File: config.mk
export PLATFORM = sky130hd
export DESIGN_NAME = eer_reporter
export DESIGN_NICKNAME = d
export VERILOG_FILES = /design/src/hdl/eer_pkg.sv /design/src/hdl/eer_hist_mem.sv /design/src/hdl/eer_reporter.sv
export SDC_FILE = /design/constraint.sdc
export NUM_CORES = 1
export LEC_CHECK = 0
export BUFFER_PORTS_ARGS = -buffer_cell sky130_fd_sc_hd__buf_2
export CAP_MARGIN = 20
export CORE_AREA = 3 3 200 202
export CTS_BUF_LIST = sky130_fd_sc_hd__clkbuf_4
export CTS_CLUSTER_DIAMETER = 200
export CTS_CLUSTER_SIZE = 28
export DETAILED_ROUTE_END_ITERATION = 7
export DIE_AREA = 0 0 203 205
export PLACE_DENSITY = 0.63
export SETUP_SLACK_MARGIN = 0.5
export SYNTH_ARGS = -nofsm -noshare
export SYNTH_HDL_FRONTEND = slang
export SYNTH_SLANG_ARGS = --single-unit
export TNS_END_PERCENT = 30
File: constraint.sdc
create_clock -name clock -period 3.5 [get_ports clock]
set_input_delay 0.175 -clock clock [delete_from_list [all_inputs] [get_ports clock]]
set_output_delay 0.175 -clock clock [all_outputs]
set_load 0.005 [all_outputs]
File: src/hdl/eer_pkg.sv
// Functional notes
// - One message per distinct error event
// - Persisting error sends no repeat message
// - Code bytes 1-2, register 3, field 4-8
// - Code 0000 means reset or no error
// - Module 1000, axes 1001 to 1003
// - Applications 1010, axes 1011 to 1013
// - Register bits fixed, bit 6 zero
// - Field: detail word, index, value
// - Detail word follows module or axis source
// - Optional index 0..255 with 16-bit value
// - Every signalled error enters history
// - Count register holds recorded error count
// - New error at entry zero, others shift
// - Writing zero to count empties history
// - Entry: code low half, info high half
package eer_pkg;
  localparam int HIST_DEPTH = 8;
  localparam int CNT_W = 4;
  localparam int IDX_W = 3;
  localparam logic [CNT_W-1:0] CNT_MAX = 4'h8;
  localparam logic [CNT_W-1:0] CNT_ZERO = 4'h0;
  localparam logic [CNT_W-1:0] CNT_ONE = 4'h1;
  localparam logic [15:0] CODE_NONE = 16'h0000;
  localparam logic [15:0] CODE_MODULE = 16'h1000;
  localparam logic [15:0] CODE_AXIS1 = 16'h1001;
  localparam logic [15:0] CODE_AXIS2 = 16'h1002;
  localparam logic [15:0] CODE_AXIS3 = 16'h1003;
  localparam logic [15:0] CODE_APP_MAIN = 16'h1010;
  localparam logic [15:0] CODE_APP_AX1 = 16'h1011;
  localparam logic [15:0] CODE_APP_AX2 = 16'h1012;
  localparam logic [15:0] CODE_APP_AX3 = 16'h1013;
  localparam logic [7:0] ERR_REG_MASK = 8'hBF;
  localparam int SRC_N = 8;
  localparam int SRC_W = 3;
  // Error register byte layout, bit 6 reserved
  typedef struct packed {
    logic manuf;
    logic rsvd;
    logic profile;
    logic comm;
    logic temp;
    logic voltage;
    logic current;
    logic generic;
  } eer_err_reg_t;
  // Eight-byte message, byte 1 in the top bits
  typedef struct packed {
    logic [15:0] code;
    eer_err_reg_t err_reg;
    logic [15:0] detail;
    logic [7:0] add_index;
    logic [15:0] add_value;
  } eer_msg_t;
  // Event request from one error source
  typedef struct packed {
    eer_err_reg_t err_reg;
    logic [15:0] detail;
    logic [7:0] add_index;
    logic [15:0] add_value;
  } eer_event_t;
endpackage

File: src/hdl/eer_hist_mem.sv
`timescale 1ns/1ps
// Shifting history store; read data registered
module eer_hist_mem (
  input wire logic clock,
  input wire logic arst_n,
  input wire logic clk_en,
  input wire logic push,
  input wire logic clear,
  input wire logic [31:0] push_word,
  input wire logic [eer_pkg::IDX_W-1:0] rd_idx,
  output logic [31:0] rd_word_ff
);
  logic [31:0] mem_ff [eer_pkg::HIST_DEPTH];

  // Shift down on push; the last entry falls off when full
  always_ff @(posedge clock or negedge arst_n) begin
    if (!arst_n) begin
      for (int i = 0; i < eer_pkg::HIST_DEPTH; i++) mem_ff[i] <= 32'h00000000;
    end else if (clk_en) begin
      if (push) begin
        mem_ff[0] <= push_word;
        // a clear on the same edge still empties the older entries
        for (int i = 1; i < eer_pkg::HIST_DEPTH; i++) mem_ff[i] <= clear ? 32'h00000000 : mem_ff[i-1];
      end else if (clear) begin
        for (int i = 0; i < eer_pkg::HIST_DEPTH; i++) mem_ff[i] <= 32'h00000000;
      end
    end
  end

  // Registered read port
  always_ff @(posedge clock or negedge arst_n) begin
    if (!arst_n) begin
      rd_word_ff <= 32'h00000000;
    end else if (clk_en) begin
      rd_word_ff <= mem_ff[rd_idx];
    end
  end
endmodule

File: src/hdl/eer_reporter.sv
`timescale 1ns/1ps
// Emergency message framer with error history
// Sources: 0 module, 1..3 axes, 4 main app, 5..7 app axes
module eer_reporter (
  input wire logic clock,
  input wire logic arst_n,
  input wire logic clk_en,
  input wire logic [eer_pkg::SRC_N-1:0] err_active,
  input eer_pkg::eer_event_t [eer_pkg::SRC_N-1:0] err_info,
  input wire logic reset_report,
  output logic msg_valid,
  input wire logic msg_ready,
  output eer_pkg::eer_msg_t msg_ff,
  output logic [eer_pkg::CNT_W-1:0] hist_count_ff,
  input wire logic hist_wr_count,
  input wire logic [7:0] hist_wr_data,
  input wire logic [eer_pkg::IDX_W-1:0] hist_rd_idx,
  output logic [31:0] hist_rd_word
);
  typedef enum logic [0:0] {EER_IDLE, EER_SEND} eer_state_t;
  eer_state_t state_ff;
  logic [eer_pkg::SRC_N-1:0] prev_ff;
  logic [eer_pkg::SRC_N-1:0] pend_ff;
  logic pend_reset_ff;
  logic [eer_pkg::SRC_N-1:0] rise;
  logic [eer_pkg::SRC_N-1:0] grant;
  logic [eer_pkg::SRC_W-1:0] grant_idx;
  logic load;
  logic load_reset;
  logic hist_clear;
  eer_pkg::eer_msg_t nxt_msg;
  logic [15:0] code_tab [eer_pkg::SRC_N];
  logic [15:0] module_detail;
  logic [15:0] axis3_detail;
  logic [15:0] axis3_value;

  assign code_tab[0] = eer_pkg::CODE_MODULE;
  assign code_tab[1] = eer_pkg::CODE_AXIS1;
  assign code_tab[2] = eer_pkg::CODE_AXIS2;
  assign code_tab[3] = eer_pkg::CODE_AXIS3;
  assign code_tab[4] = eer_pkg::CODE_APP_MAIN;
  assign code_tab[5] = eer_pkg::CODE_APP_AX1;
  assign code_tab[6] = eer_pkg::CODE_APP_AX2;
  assign code_tab[7] = eer_pkg::CODE_APP_AX3;

  // Copies of a few source fields, watched by the frame checks below
  assign module_detail = err_info[0].detail;
  assign axis3_detail = err_info[3].detail;
  assign axis3_value = err_info[3].add_value;

  assign rise = err_active & ~prev_ff;

  // Lowest pending source wins; others wait their turn
  always_comb begin
    grant = '0;
    grant_idx = '0;
    for (int i = eer_pkg::SRC_N - 1; i >= 0; i--) begin
      if (pend_ff[i]) begin
        grant = '0;
        grant[i] = 1'b1;
        grant_idx = eer_pkg::SRC_W'(i);
      end
    end
  end

  // Reset report takes precedence over errors
  assign load = (state_ff == EER_IDLE) && (pend_reset_ff || (pend_ff != '0));
  assign load_reset = load && pend_reset_ff;
  assign msg_valid = (state_ff == EER_SEND);

  // Edge history register
  always_ff @(posedge clock or negedge arst_n) begin
    if (!arst_n) begin
      prev_ff <= '0;
    end else if (clk_en) begin
      prev_ff <= err_active;
    end
  end

  // only new edges re-arm; new event wins over grant clear
  always_ff @(posedge clock or negedge arst_n) begin
    if (!arst_n) begin
      pend_ff <= '0;
      pend_reset_ff <= 1'b0;
    end else if (clk_en) begin
      pend_ff <= (pend_ff & ~((load && !load_reset) ? grant : '0)) | rise;
      pend_reset_ff <= (pend_reset_ff & ~load_reset) | reset_report;
    end
  end

  // Message assembly
  always_comb begin
    nxt_msg = '0;
    if (!load_reset) begin
      nxt_msg.code = code_tab[grant_idx];
      nxt_msg.err_reg = eer_pkg::eer_err_reg_t'(8'(err_info[grant_idx].err_reg) & eer_pkg::ERR_REG_MASK);
      nxt_msg.detail = err_info[grant_idx].detail;
      nxt_msg.add_index = err_info[grant_idx].add_index;
      nxt_msg.add_value = err_info[grant_idx].add_value;
    end else begin
      nxt_msg.code = eer_pkg::CODE_NONE;
    end
  end

  // held frame, byte 1 on top
  always_ff @(posedge clock or negedge arst_n) begin
    if (!arst_n) begin
      msg_ff <= '0;
      state_ff <= EER_IDLE;
    end else if (clk_en) begin
      case (state_ff)
        EER_IDLE: begin
          if (load) begin
            msg_ff <= nxt_msg;
            state_ff <= EER_SEND;
          end
        end
        EER_SEND: begin
          if (msg_ready) state_ff <= EER_IDLE;
        end
        default: state_ff <= EER_IDLE;
      endcase
    end
  end

  assign hist_clear = hist_wr_count && (hist_wr_data == 8'h00);

  always_ff @(posedge clock or negedge arst_n) begin
    if (!arst_n) begin
      hist_count_ff <= eer_pkg::CNT_ZERO;
    end else if (clk_en) begin
      if (load && !load_reset) begin
        if (hist_clear) hist_count_ff <= eer_pkg::CNT_ONE;
        else if (hist_count_ff != eer_pkg::CNT_MAX) hist_count_ff <= hist_count_ff + eer_pkg::CNT_ONE;
      end else if (hist_clear) begin
        hist_count_ff <= eer_pkg::CNT_ZERO;
      end
    end
  end

  eer_hist_mem u_hist (
    .clock(clock),
    .arst_n(arst_n),
    .clk_en(clk_en),
    .push(load && !load_reset),
    .clear(hist_clear),
    .push_word({nxt_msg.detail, nxt_msg.code}),
    .rd_idx(hist_rd_idx),
    .rd_word_ff(hist_rd_word)
  );

  AST_BIT6_ZERO: assert property (@(posedge clock) disable iff (!arst_n) msg_valid |-> !msg_ff.err_reg.rsvd)
    else $error("reserved bit set");
  AST_HOLD: assert property (@(posedge clock) disable iff (!arst_n)
    msg_valid && !msg_ready && clk_en |=> msg_valid && $stable(msg_ff))
    else $error("frame changed while waiting");
  AST_ONE_MSG: assert property (@(posedge clock) disable iff (!arst_n)
    clk_en && load && !load_reset && ((rise & grant) == '0) |=> (pend_ff & $past(grant)) == '0)
    else $error("pending not cleared after send");
  AST_NO_REPEAT: assert property (@(posedge clock) disable iff (!arst_n)
    clk_en && pend_ff == '0 && rise == '0 |=> pend_ff == '0)
    else $error("pending without new edge");
  AST_CNT_MAX: assert property (@(posedge clock) disable iff (!arst_n) hist_count_ff <= eer_pkg::CNT_MAX)
    else $error("count above depth");
  AST_CLEAR: assert property (@(posedge clock) disable iff (!arst_n)
    clk_en && hist_clear && !load |=> hist_count_ff == eer_pkg::CNT_ZERO)
    else $error("history not emptied");
  AST_COUNT_UP: assert property (@(posedge clock) disable iff (!arst_n)
    clk_en && load && !load_reset && !hist_clear && hist_count_ff != eer_pkg::CNT_MAX
    |=> hist_count_ff == $past(hist_count_ff) + eer_pkg::CNT_ONE)
    else $error("count did not advance");
  AST_RESET_CODE: assert property (@(posedge clock) disable iff (!arst_n)
    clk_en && load_reset |=> msg_valid && msg_ff.code == eer_pkg::CODE_NONE)
    else $error("reset message code wrong");
  AST_CODE_MAP: assert property (@(posedge clock) disable iff (!arst_n)
    clk_en && load && !load_reset && grant_idx == 3'h0 |=> msg_ff.code == eer_pkg::CODE_MODULE)
    else $error("module code wrong");

  // Frame content and history bookkeeping checks
  AST_CODE_AX3: assert property (@(posedge clock) disable iff (!arst_n)
    clk_en && load && !load_reset && grant_idx == 3'h3 |=> msg_ff.code == eer_pkg::CODE_AXIS3)
    else $error("axis code wrong");
  AST_CODE_APP: assert property (@(posedge clock) disable iff (!arst_n)
    clk_en && load && !load_reset && grant_idx == 3'h4 |=> msg_ff.code == eer_pkg::CODE_APP_MAIN)
    else $error("main application code wrong");
  AST_CODE_APP3: assert property (@(posedge clock) disable iff (!arst_n)
    clk_en && load && !load_reset && grant_idx == 3'h7 |=> msg_ff.code == eer_pkg::CODE_APP_AX3)
    else $error("axis application code wrong");
  AST_DETAIL_MOD: assert property (@(posedge clock) disable iff (!arst_n)
    clk_en && load && !load_reset && grant_idx == 3'h0 |=> msg_ff.detail == $past(module_detail))
    else $error("module detail word wrong");
  AST_DETAIL_AX3: assert property (@(posedge clock) disable iff (!arst_n)
    clk_en && load && !load_reset && grant_idx == 3'h3 |=> msg_ff.detail == $past(axis3_detail))
    else $error("axis detail word wrong");
  AST_VALUE_AX3: assert property (@(posedge clock) disable iff (!arst_n)
    clk_en && load && !load_reset && grant_idx == 3'h3 |=> msg_ff.add_value == $past(axis3_value))
    else $error("additional value wrong");
  AST_RESET_BODY: assert property (@(posedge clock) disable iff (!arst_n)
    clk_en && load_reset |=> 8'(msg_ff.err_reg) == 8'h00 && msg_ff.detail == 16'h0000
    && msg_ff.add_index == 8'h00 && msg_ff.add_value == 16'h0000)
    else $error("reset message body not empty");
  AST_LOAD_VALID: assert property (@(posedge clock) disable iff (!arst_n)
    clk_en && load |=> msg_valid)
    else $error("loaded frame not offered");
  AST_SATURATE: assert property (@(posedge clock) disable iff (!arst_n)
    clk_en && load && !load_reset && !hist_clear && hist_count_ff == eer_pkg::CNT_MAX
    |=> hist_count_ff == eer_pkg::CNT_MAX)
    else $error("count left its maximum");
  AST_CLEAR_PUSH: assert property (@(posedge clock) disable iff (!arst_n)
    clk_en && load && !load_reset && hist_clear |=> hist_count_ff == eer_pkg::CNT_ONE)
    else $error("clear with push miscounted");
  AST_NO_RESET_PUSH: assert property (@(posedge clock) disable iff (!arst_n)
    clk_en && load_reset && !hist_clear |=> $stable(hist_count_ff))
    else $error("reset message recorded");
endmodule

---- Word level (Yosys, flattened, before mapping) ----
Memory sizes are Yosys's and may differ from the RTL's.
Index checks and enable logic that the tools add are counted.
cells by class
  add/subtract/negate cells ............... 1
  $lt $le $gt $ge ......................... 3
  equality and inequality tests ........... 1
  mux-type cells .......................... 42
  bitwise logic cells ..................... 11
  reductions and logical operators ........ 13
operators by type and width
  kind                                                                   number
  256-bit two-way mux                                                    2
  32-bit two-way mux                                                     9
  48-bit binary-select mux with 3-bit select                             1
  32-bit binary-select mux with 3-bit select                             1
  48-bit two-way mux                                                     2
  8-bit two-way mux                                                      9
  16-bit two-way mux                                                     3
  3-bit two-way mux                                                      8
  8-bit bitwise AND                                                      2
  4-bit two-way mux                                                      4
  8-bit NOT                                                              2
  4-bit >= comparator (second input constant)                            2
  8-bit logical NOT                                                      1
  3-bit NOT with 4-bit output                                            2
  8-bit bitwise OR                                                       1
  8-bit nonzero test                                                     1
  3-bit AND reduction                                                    2
  4-bit by 1-bit adder with 4-bit output (second input constant)         1
  1-bit logical AND                                                      4
  3-bit by 4-bit < comparator with 1-bit output (second input constant)  1
  4-bit inequality test (second input constant)                          1
  2-bit nonzero test                                                     2
  1-bit two-way mux                                                      2
  1-bit NOT                                                              2
  6 further kinds                                                        6
word-level totals
  bits in registers ....................... 374
  ROM bits ................................ 128
  bits of input ports ..................... 409
  output and inout port bits .............. 101
  word-level logic and storage cells ...... 98
  memories kept ........................... 1
memory list
  name              words  bits a word  rd ports  clocked after memory_dff  write ports  line                text
  (name not given)  8      16           1         0                         0            eer_reporter.sv:95  nxt_msg.code = code_tab[grant_idx];

---- Depth between registers and ports, before layout ----
  word-level depth ........................ 14
  gate-level depth with buffers ........... 10
  mapped depth without buffers ............ 7

---- Modules after synthesis ----
From an unflattened synthesis, not the netlist that was laid out.
second synthesis, totals
  cell total of the unflattened synthesis .. 1610
  area total of the unflattened synthesis .. 18676.7 um^2
modules (own cells, without submodules)
  module        times used  cells an instance  area an instance (um^2)  sequential area each (um^2)
  eer_hist_mem  1           938                12459.4                  7206.9
  eer_reporter  1           672                6217.2                   1826.8

---- Least setup slack after synthesis ----
No wires, ideal clock.
  path type ............................... register to register
  start ................................... register pend_ff[5] in the netlist's numbering
  end ..................................... register msg_ff[24] in the netlist's numbering
  library setup time ...................... 127 ps
  arrival ................................. 1945 ps
  required time ........................... 3373 ps
  path slack .............................. 1428 ps
  cell stages (with the launch flop) ...... 8
  path buffers ............................ 2
  clock period less this slack ............ 2072 ps
  cells stage by stage .................... dfrtp_1 -> clkbuf_1 -> o31a_1 -> nor2_1 -> buf_2 -> mux4_2 -> a22oi_1 -> nand2_1
between the ends
  cells in the longest elaborated chain, start to end .. 9
  elaborated cells between the ends (all ways) .. 14
  classes of those cells .................. 9 x mux; 5 x reduce/logical
RTL lines
  what                                        line                 text
  from (decl)                                 eer_reporter.sv:23   logic [eer_pkg::SRC_N-1:0] pend_ff;
  from (signal assigned)                      eer_reporter.sv:86   pend_ff <= (pend_ff & ~((load && !load_reset) ? grant : '0)) | rise;
  3-bit two-way mux (6 in series)             eer_reporter.sv:58   if (pend_ff[i]) begin
  48-bit binary-select mux with 3-bit select  eer_reporter.sv:97   nxt_msg.detail = err_info[grant_idx].detail;
  48-bit two-way mux                          -
  48-bit two-way mux                          eer_reporter.sv:94   if (!load_reset) begin
  to (signal assigned)                        eer_reporter.sv:114  msg_ff <= nxt_msg;
  to (decl)                                   eer_reporter.sv:13   output eer_pkg::eer_msg_t msg_ff,
Parallel ways exist; a longest one is shown, timed or not. The select of a mux whose other input is x is not followed.
A chain may end at the register's enable or synchronous reset.

---- Final worst setup path ----
  start ................................... register state_ff (netlist: msg_valid)
  end ..................................... register msg_ff[47] in the netlist's numbering
between the ends
  cells in the longest elaborated chain, start to end .. 4
  elaborated cells between the ends (all ways) .. 5
  classes of those cells .................. 1 x mux; 1 x bitwise; 3 x reduce/logical
RTL lines
  what                     line                 text
  from (decl)              eer_reporter.sv:21   eer_state_t state_ff;
  from (signal assigned)   eer_reporter.sv:109  state_ff <= EER_IDLE;
  from (signal assigned)   eer_reporter.sv:115  state_ff <= EER_SEND;
  from (signal assigned)   eer_reporter.sv:119  if (msg_ready) state_ff <= EER_IDLE;
  1-bit NOT (no line) (*)  -
  1-bit logical AND        eer_reporter.sv:67   assign load = (state_ff == EER_IDLE) && (pend_reset_ff || (pend_ff != '0));
  1-bit logical AND        eer_reporter.sv:68   assign load_reset = load && pend_reset_ff;
  48-bit two-way mux       eer_reporter.sv:94
Every way passes the cells marked *; elsewhere a longest branch is shown, timed or not.

==> summary.md <==
| Metric | Value |
|---|---|
| Result of the run | `complete, but fails checks` |
| Violated checks | `design-rule violations` |
| Die span in y | `205 µm` |
| Post-CTS setup buffer count | `0` |
| Final worst-path setup slack | `0.6281 ns` |
| Power density relative to cell area | `557.7 nW/µm²` |
| Max Clock Freq | `0.3482 GHz` |
| Wire length of the first global-routing pass | `83.28 mm` |
| Portion of the post-synthesis area used by sequential elements | `44.89%` |
| Max rail drop VDD | `283.5 µV` |
| Async S/R FF share, synth | `100.0%` |
| Initial core utilization | `36.66%` |
| Slew headroom | `35.22%` |
| Worst EP required | `4.18 ns` |
| Mean number of vias per cell | `5.658` |
| Number of flops mapped to enable cells by yosys | `0` |
| Beginning of the worst register-to-register path | `msg_valid` |
| Yosys warning count | `0` |
| Critical-path top delay cell | `sky130_fd_sc_hd__dlygate4sd3_1` |
| GRT Total Usage | `25.84%` |
| Worst-case hold path end point | `u_hist.mem_ff[247]` |
| Placed instance count | `2238` |
| Clk Tree Root Cell | `sky130_fd_sc_hd__clkbuf_4` |
| Standby leakage power | `8.953 nW` |
| Cell type group with the largest total delay on the critical path | `buffers and inverters` |
| Share of the synthesized area in the top cell type | `44.89%` |
| Reg2Reg Setup Slack | `0.63 ns` |
| CTS clk-pin slew, worst paths | `0.33 ns` |
| Setup repair after global routing missed its margin | `no` |
| Vias in the first global route | `13811` |
| Count of port buffers added during placement | `476` |
| FILL cells | `3525` |
| Proportion of layout cells with a drive suffix above 1 | `32.45%` |
| Synthesized netlist cell count | `1336` |
| Chip width | `203 µm` |
| Setup TNS | `0 ns` |
| Clock insertion delay at the later pin of the skew report | `0.73 ns` |
| Antenna-violating nets left | `0` |
| Count of endpoints failing setup in the final report | `0` |
| Post-route insts no fill | `2486` |
| Wire length per cell | `22.69 µm` |
| Boundary Pins | `510` |
| Critical Path End Type | `flip-flop` |
| Final Max Tran Viols | `0` |
| Router iterations before antenna repair | `8` |
| Final cycle utilization of the critical path | `82.05%` |
| Slew at the pin closest to its max-slew limit | `0.9658 ns` |
| Num rows | `72` |
| Min Tclk post-route | `2.872 ns` |
| Placer's final routability congestion estimate | `0.9132` |
| Synth top area cells | `sky130_fd_sc_hd__dfrtp_1, sky130_fd_sc_hd__a22o_1, sky130_fd_sc_hd__mux4_2, sky130_fd_sc_hd__nand2_1, sky130_fd_sc_hd__a211oi_1` |
| NumNets Final | `2371` |
| Startpoint of the tightest hold check path | `err_info[319]` |
| Crit path kind | `flip-flop to flip-flop` |
| Total Power Consumption | `10.71 mW` |
| Die Area | `41620 µm²` |
| Post-synth top area cell | `sky130_fd_sc_hd__dfrtp_1` |
| Clock tree from TritonCTS | `done` |
| Final Hold Fails | `0` |
| Distinct cell type count of the synthesized netlist | `60` |
| Area after DPL | `16780 µm²` |
| Largest net degree at the start of global routing | `141` |
| Worst flop-to-flop path endpoint | `msg_ff[47]` |
| TritonCTS Buffers | `13` |
| Drt drc | `11` |
| Clock Tree Buf Depth | `3` |
| Synth Area per Inst | `10.56 µm²` |
| Count of cells along the worst register-to-register path | `7` |
| Kind of start point of the critical path | `flip-flop` |
| Total wire length after detailed routing | `56.41 mm` |
| Total of max-cap violations | `0` |
| Area growth from synthesis to layout | `36.23%` |
| Count of H-tree levels built during CTS | `1` |
| Sum of buffers and inverters on the critical path | `2` |
| Number of antenna violations at the first check in global routing | `11` |
| Post-synth top flop | `sky130_fd_sc_hd__dfrtp_1` |
| Hold Path Depth | `4` |
| Number of DRC markers in iteration 0 | `1603` |
| Number of clock sinks seen by CTS | `253` |
| Synth Cell Area | `14100 µm²` |
| Total number of vias | `14067` |
| Min-delay worst type | `input pin to flip-flop` |
| Setup Skew | `0.1570 ns` |
| Worst Path Max Fanout | `25` |
| Post-detail-place hpwl | `40.30 mm` |
| Core region area | `38470 µm²` |
| Finished Cell Area | `19210 µm²` |
| Critical path data arrival time | `3.55 ns` |
| Chain of cells forming the critical path | `nand2b_1, or2_2, nor2_4, buf_4, o311ai_0, dlygate4sd3_1, o31ai_1` |
| Flop and latch count out of synthesis | `253` |
| Top-count cell post-synth | `sky130_fd_sc_hd__dfrtp_1` |
| Maximum single-stage delay on the critical path | `0.59 ns` |
| Top cells by count, synth | `sky130_fd_sc_hd__dfrtp_1, sky130_fd_sc_hd__nand2_1, sky130_fd_sc_hd__a22o_1, sky130_fd_sc_hd__a211oi_1, sky130_fd_sc_hd__and3_1` |
| Setup Slack @ Placement | `0.6346 ns` |
| Sum of overflow across all layers after global routing | `0` |
power by group:
group	internal (mW)	switching (mW)	total (mW)	leakage, nW
sequential	4.04	0.860	4.90	3.28
clock	0.203	0.913	1.12	0.0759
combinational	2.37	2.34	4.70	5.60
state kept, by name, indices dropped and copies added (netlist names):
signal / cells
prev_ff: 8
hist_count_ff: 4
msg_valid: 1
pend_ff: 8
pend_reset_ff: 1
msg_ff: 51
u_hist.mem_ff: 160
u_hist.rd_word_ff: 20
cells in the final DEF (no fill, tap or decap), types with 3 or more instances in the layout:
master,count
sky130_fd_sc_hd__a22oi_1,23
sky130_fd_sc_hd__and3_1,62
sky130_fd_sc_hd__nor2_1,28
sky130_fd_sc_hd__inv_1,7
sky130_fd_sc_hd__diode_2,8
sky130_fd_sc_hd__a32o_1,29
sky130_fd_sc_hd__buf_12,9
sky130_fd_sc_hd__buf_2,475
sky130_fd_sc_hd__a22o_1,144
sky130_fd_sc_hd__o21ai_0,59
sky130_fd_sc_hd__nand3_1,36
sky130_fd_sc_hd__nand2_1,181
sky130_fd_sc_hd__a211oi_1,69
sky130_fd_sc_hd__a21oi_1,60
sky130_fd_sc_hd__nor2_4,5
sky130_fd_sc_hd__dfrtp_1,251
sky130_fd_sc_hd__dlygate4sd3_1,225
sky130_fd_sc_hd__nor3_2,3
sky130_fd_sc_hd__nand3b_1,4
sky130_fd_sc_hd__clkbuf_4,14
sky130_fd_sc_hd__nor2_2,4
sky130_fd_sc_hd__mux2i_1,23
sky130_fd_sc_hd__a21o_1,22
sky130_fd_sc_hd__conb_1,25
sky130_fd_sc_hd__nor4_1,3
sky130_fd_sc_hd__mux4_2,51
sky130_fd_sc_hd__buf_4,30
sky130_fd_sc_hd__a211oi_2,20
sky130_fd_sc_hd__nor3_1,3
sky130_fd_sc_hd__mux2_2,4
sky130_fd_sc_hd__o22ai_1,41
metrics by stage:
stage / util [%] / hold WS [ns]
floorplan: - / -0.1206
global placement: 43.60 / 0.2358
detailed placement: 43.61 / 0.2368
CTS: 49.74 / 0.001225
global route: 49.93 / 0.009253
finish: 49.94 / 0.03024
logic make-up (layout without fill, tap and decap cells):
group / Yosys count / after routing / share of synthesized area [%]
AO/OA/AOI/OAI: 485 / 485 / 26.03
AND/OR/NAND/NOR: 350 / 350 / 11.83
flip-flops: 253 / 253 / 44.89
buffers and inverters: 164 / 764 / 6.743
multiplexers: 79 / 79 / 10.18
adder cells (fa/ha/maj): 2 / 2 / 0.1774
XOR/XNOR: 2 / 2 / 0.1242
other: 1 / 33 / 0.02659
worst max-delay path by stage:
| stage | start | end | slack [ns] | cells after the start |
|---|---|---|---|---|
| global route | msg_valid | msg_ff[47] | 0.52 | 7 |
| detailed placement | pend_ff[4] | msg_ff[19] | 0.63 | 8 |
| global placement | pend_ff[4] | msg_ff[19] | 0.69 | 8 |
| floorplan | pend_ff[5] | msg_ff[24] | 1.43 | 7 |
| CTS | pend_ff[2] | u_hist.mem_ff[243] | 0.54 | 9 |
| finish | msg_valid | msg_ff[47] | 0.63 | 7 |
worst reg2reg max path, stage by stage, from the launching register on:
cell	delay [ns]
sky130_fd_sc_hd__dfrtp_1	0.51
sky130_fd_sc_hd__nand2b_1	0.20
sky130_fd_sc_hd__or2_2	0.37
sky130_fd_sc_hd__nor2_4	0.41
sky130_fd_sc_hd__buf_4	0.42
sky130_fd_sc_hd__o311ai_0	0.21
sky130_fd_sc_hd__dlygate4sd3_1	0.59
sky130_fd_sc_hd__o31ai_1	0.17
layout make-up:
class                           count  area [µm²]  area share (%)
Multi-Input combinational cell    943        6975           36.31
Sequential cell                   253        6334           32.97
Timing Repair Buffer              742        5072           26.40
Tap cell                          518       648.1           3.374
Clock buffer                       14       105.1          0.5471
Clock inverter                      1       30.03          0.1563
Inverter                            7       26.28          0.1368
Antenna cell                        8       20.02          0.1042
per-layer routing:
| layer | vias up | share of wire, % | GRT usage [%] |
|---|---|---|---|
| li1 | 6275 | - | - |
| met1 | 6895 | 40 | 34.07 |
| met2 | 721 | 47 | 41.04 |
| met3 | 164 | 8.4 | 6.483 |
| met4 | 12 | 4.0 | 9.280 |
| met5 | - | 0.52 | 4.524 |
repair_timing:
item,4_1_cts,5_1_grt
hold buffers,222,3
hold endpoints to repair,180,3
gates resized for setup,0,7
endpoints found under the setup margin,0,15
No activity file was read; power rests on OpenSTA's default activity.
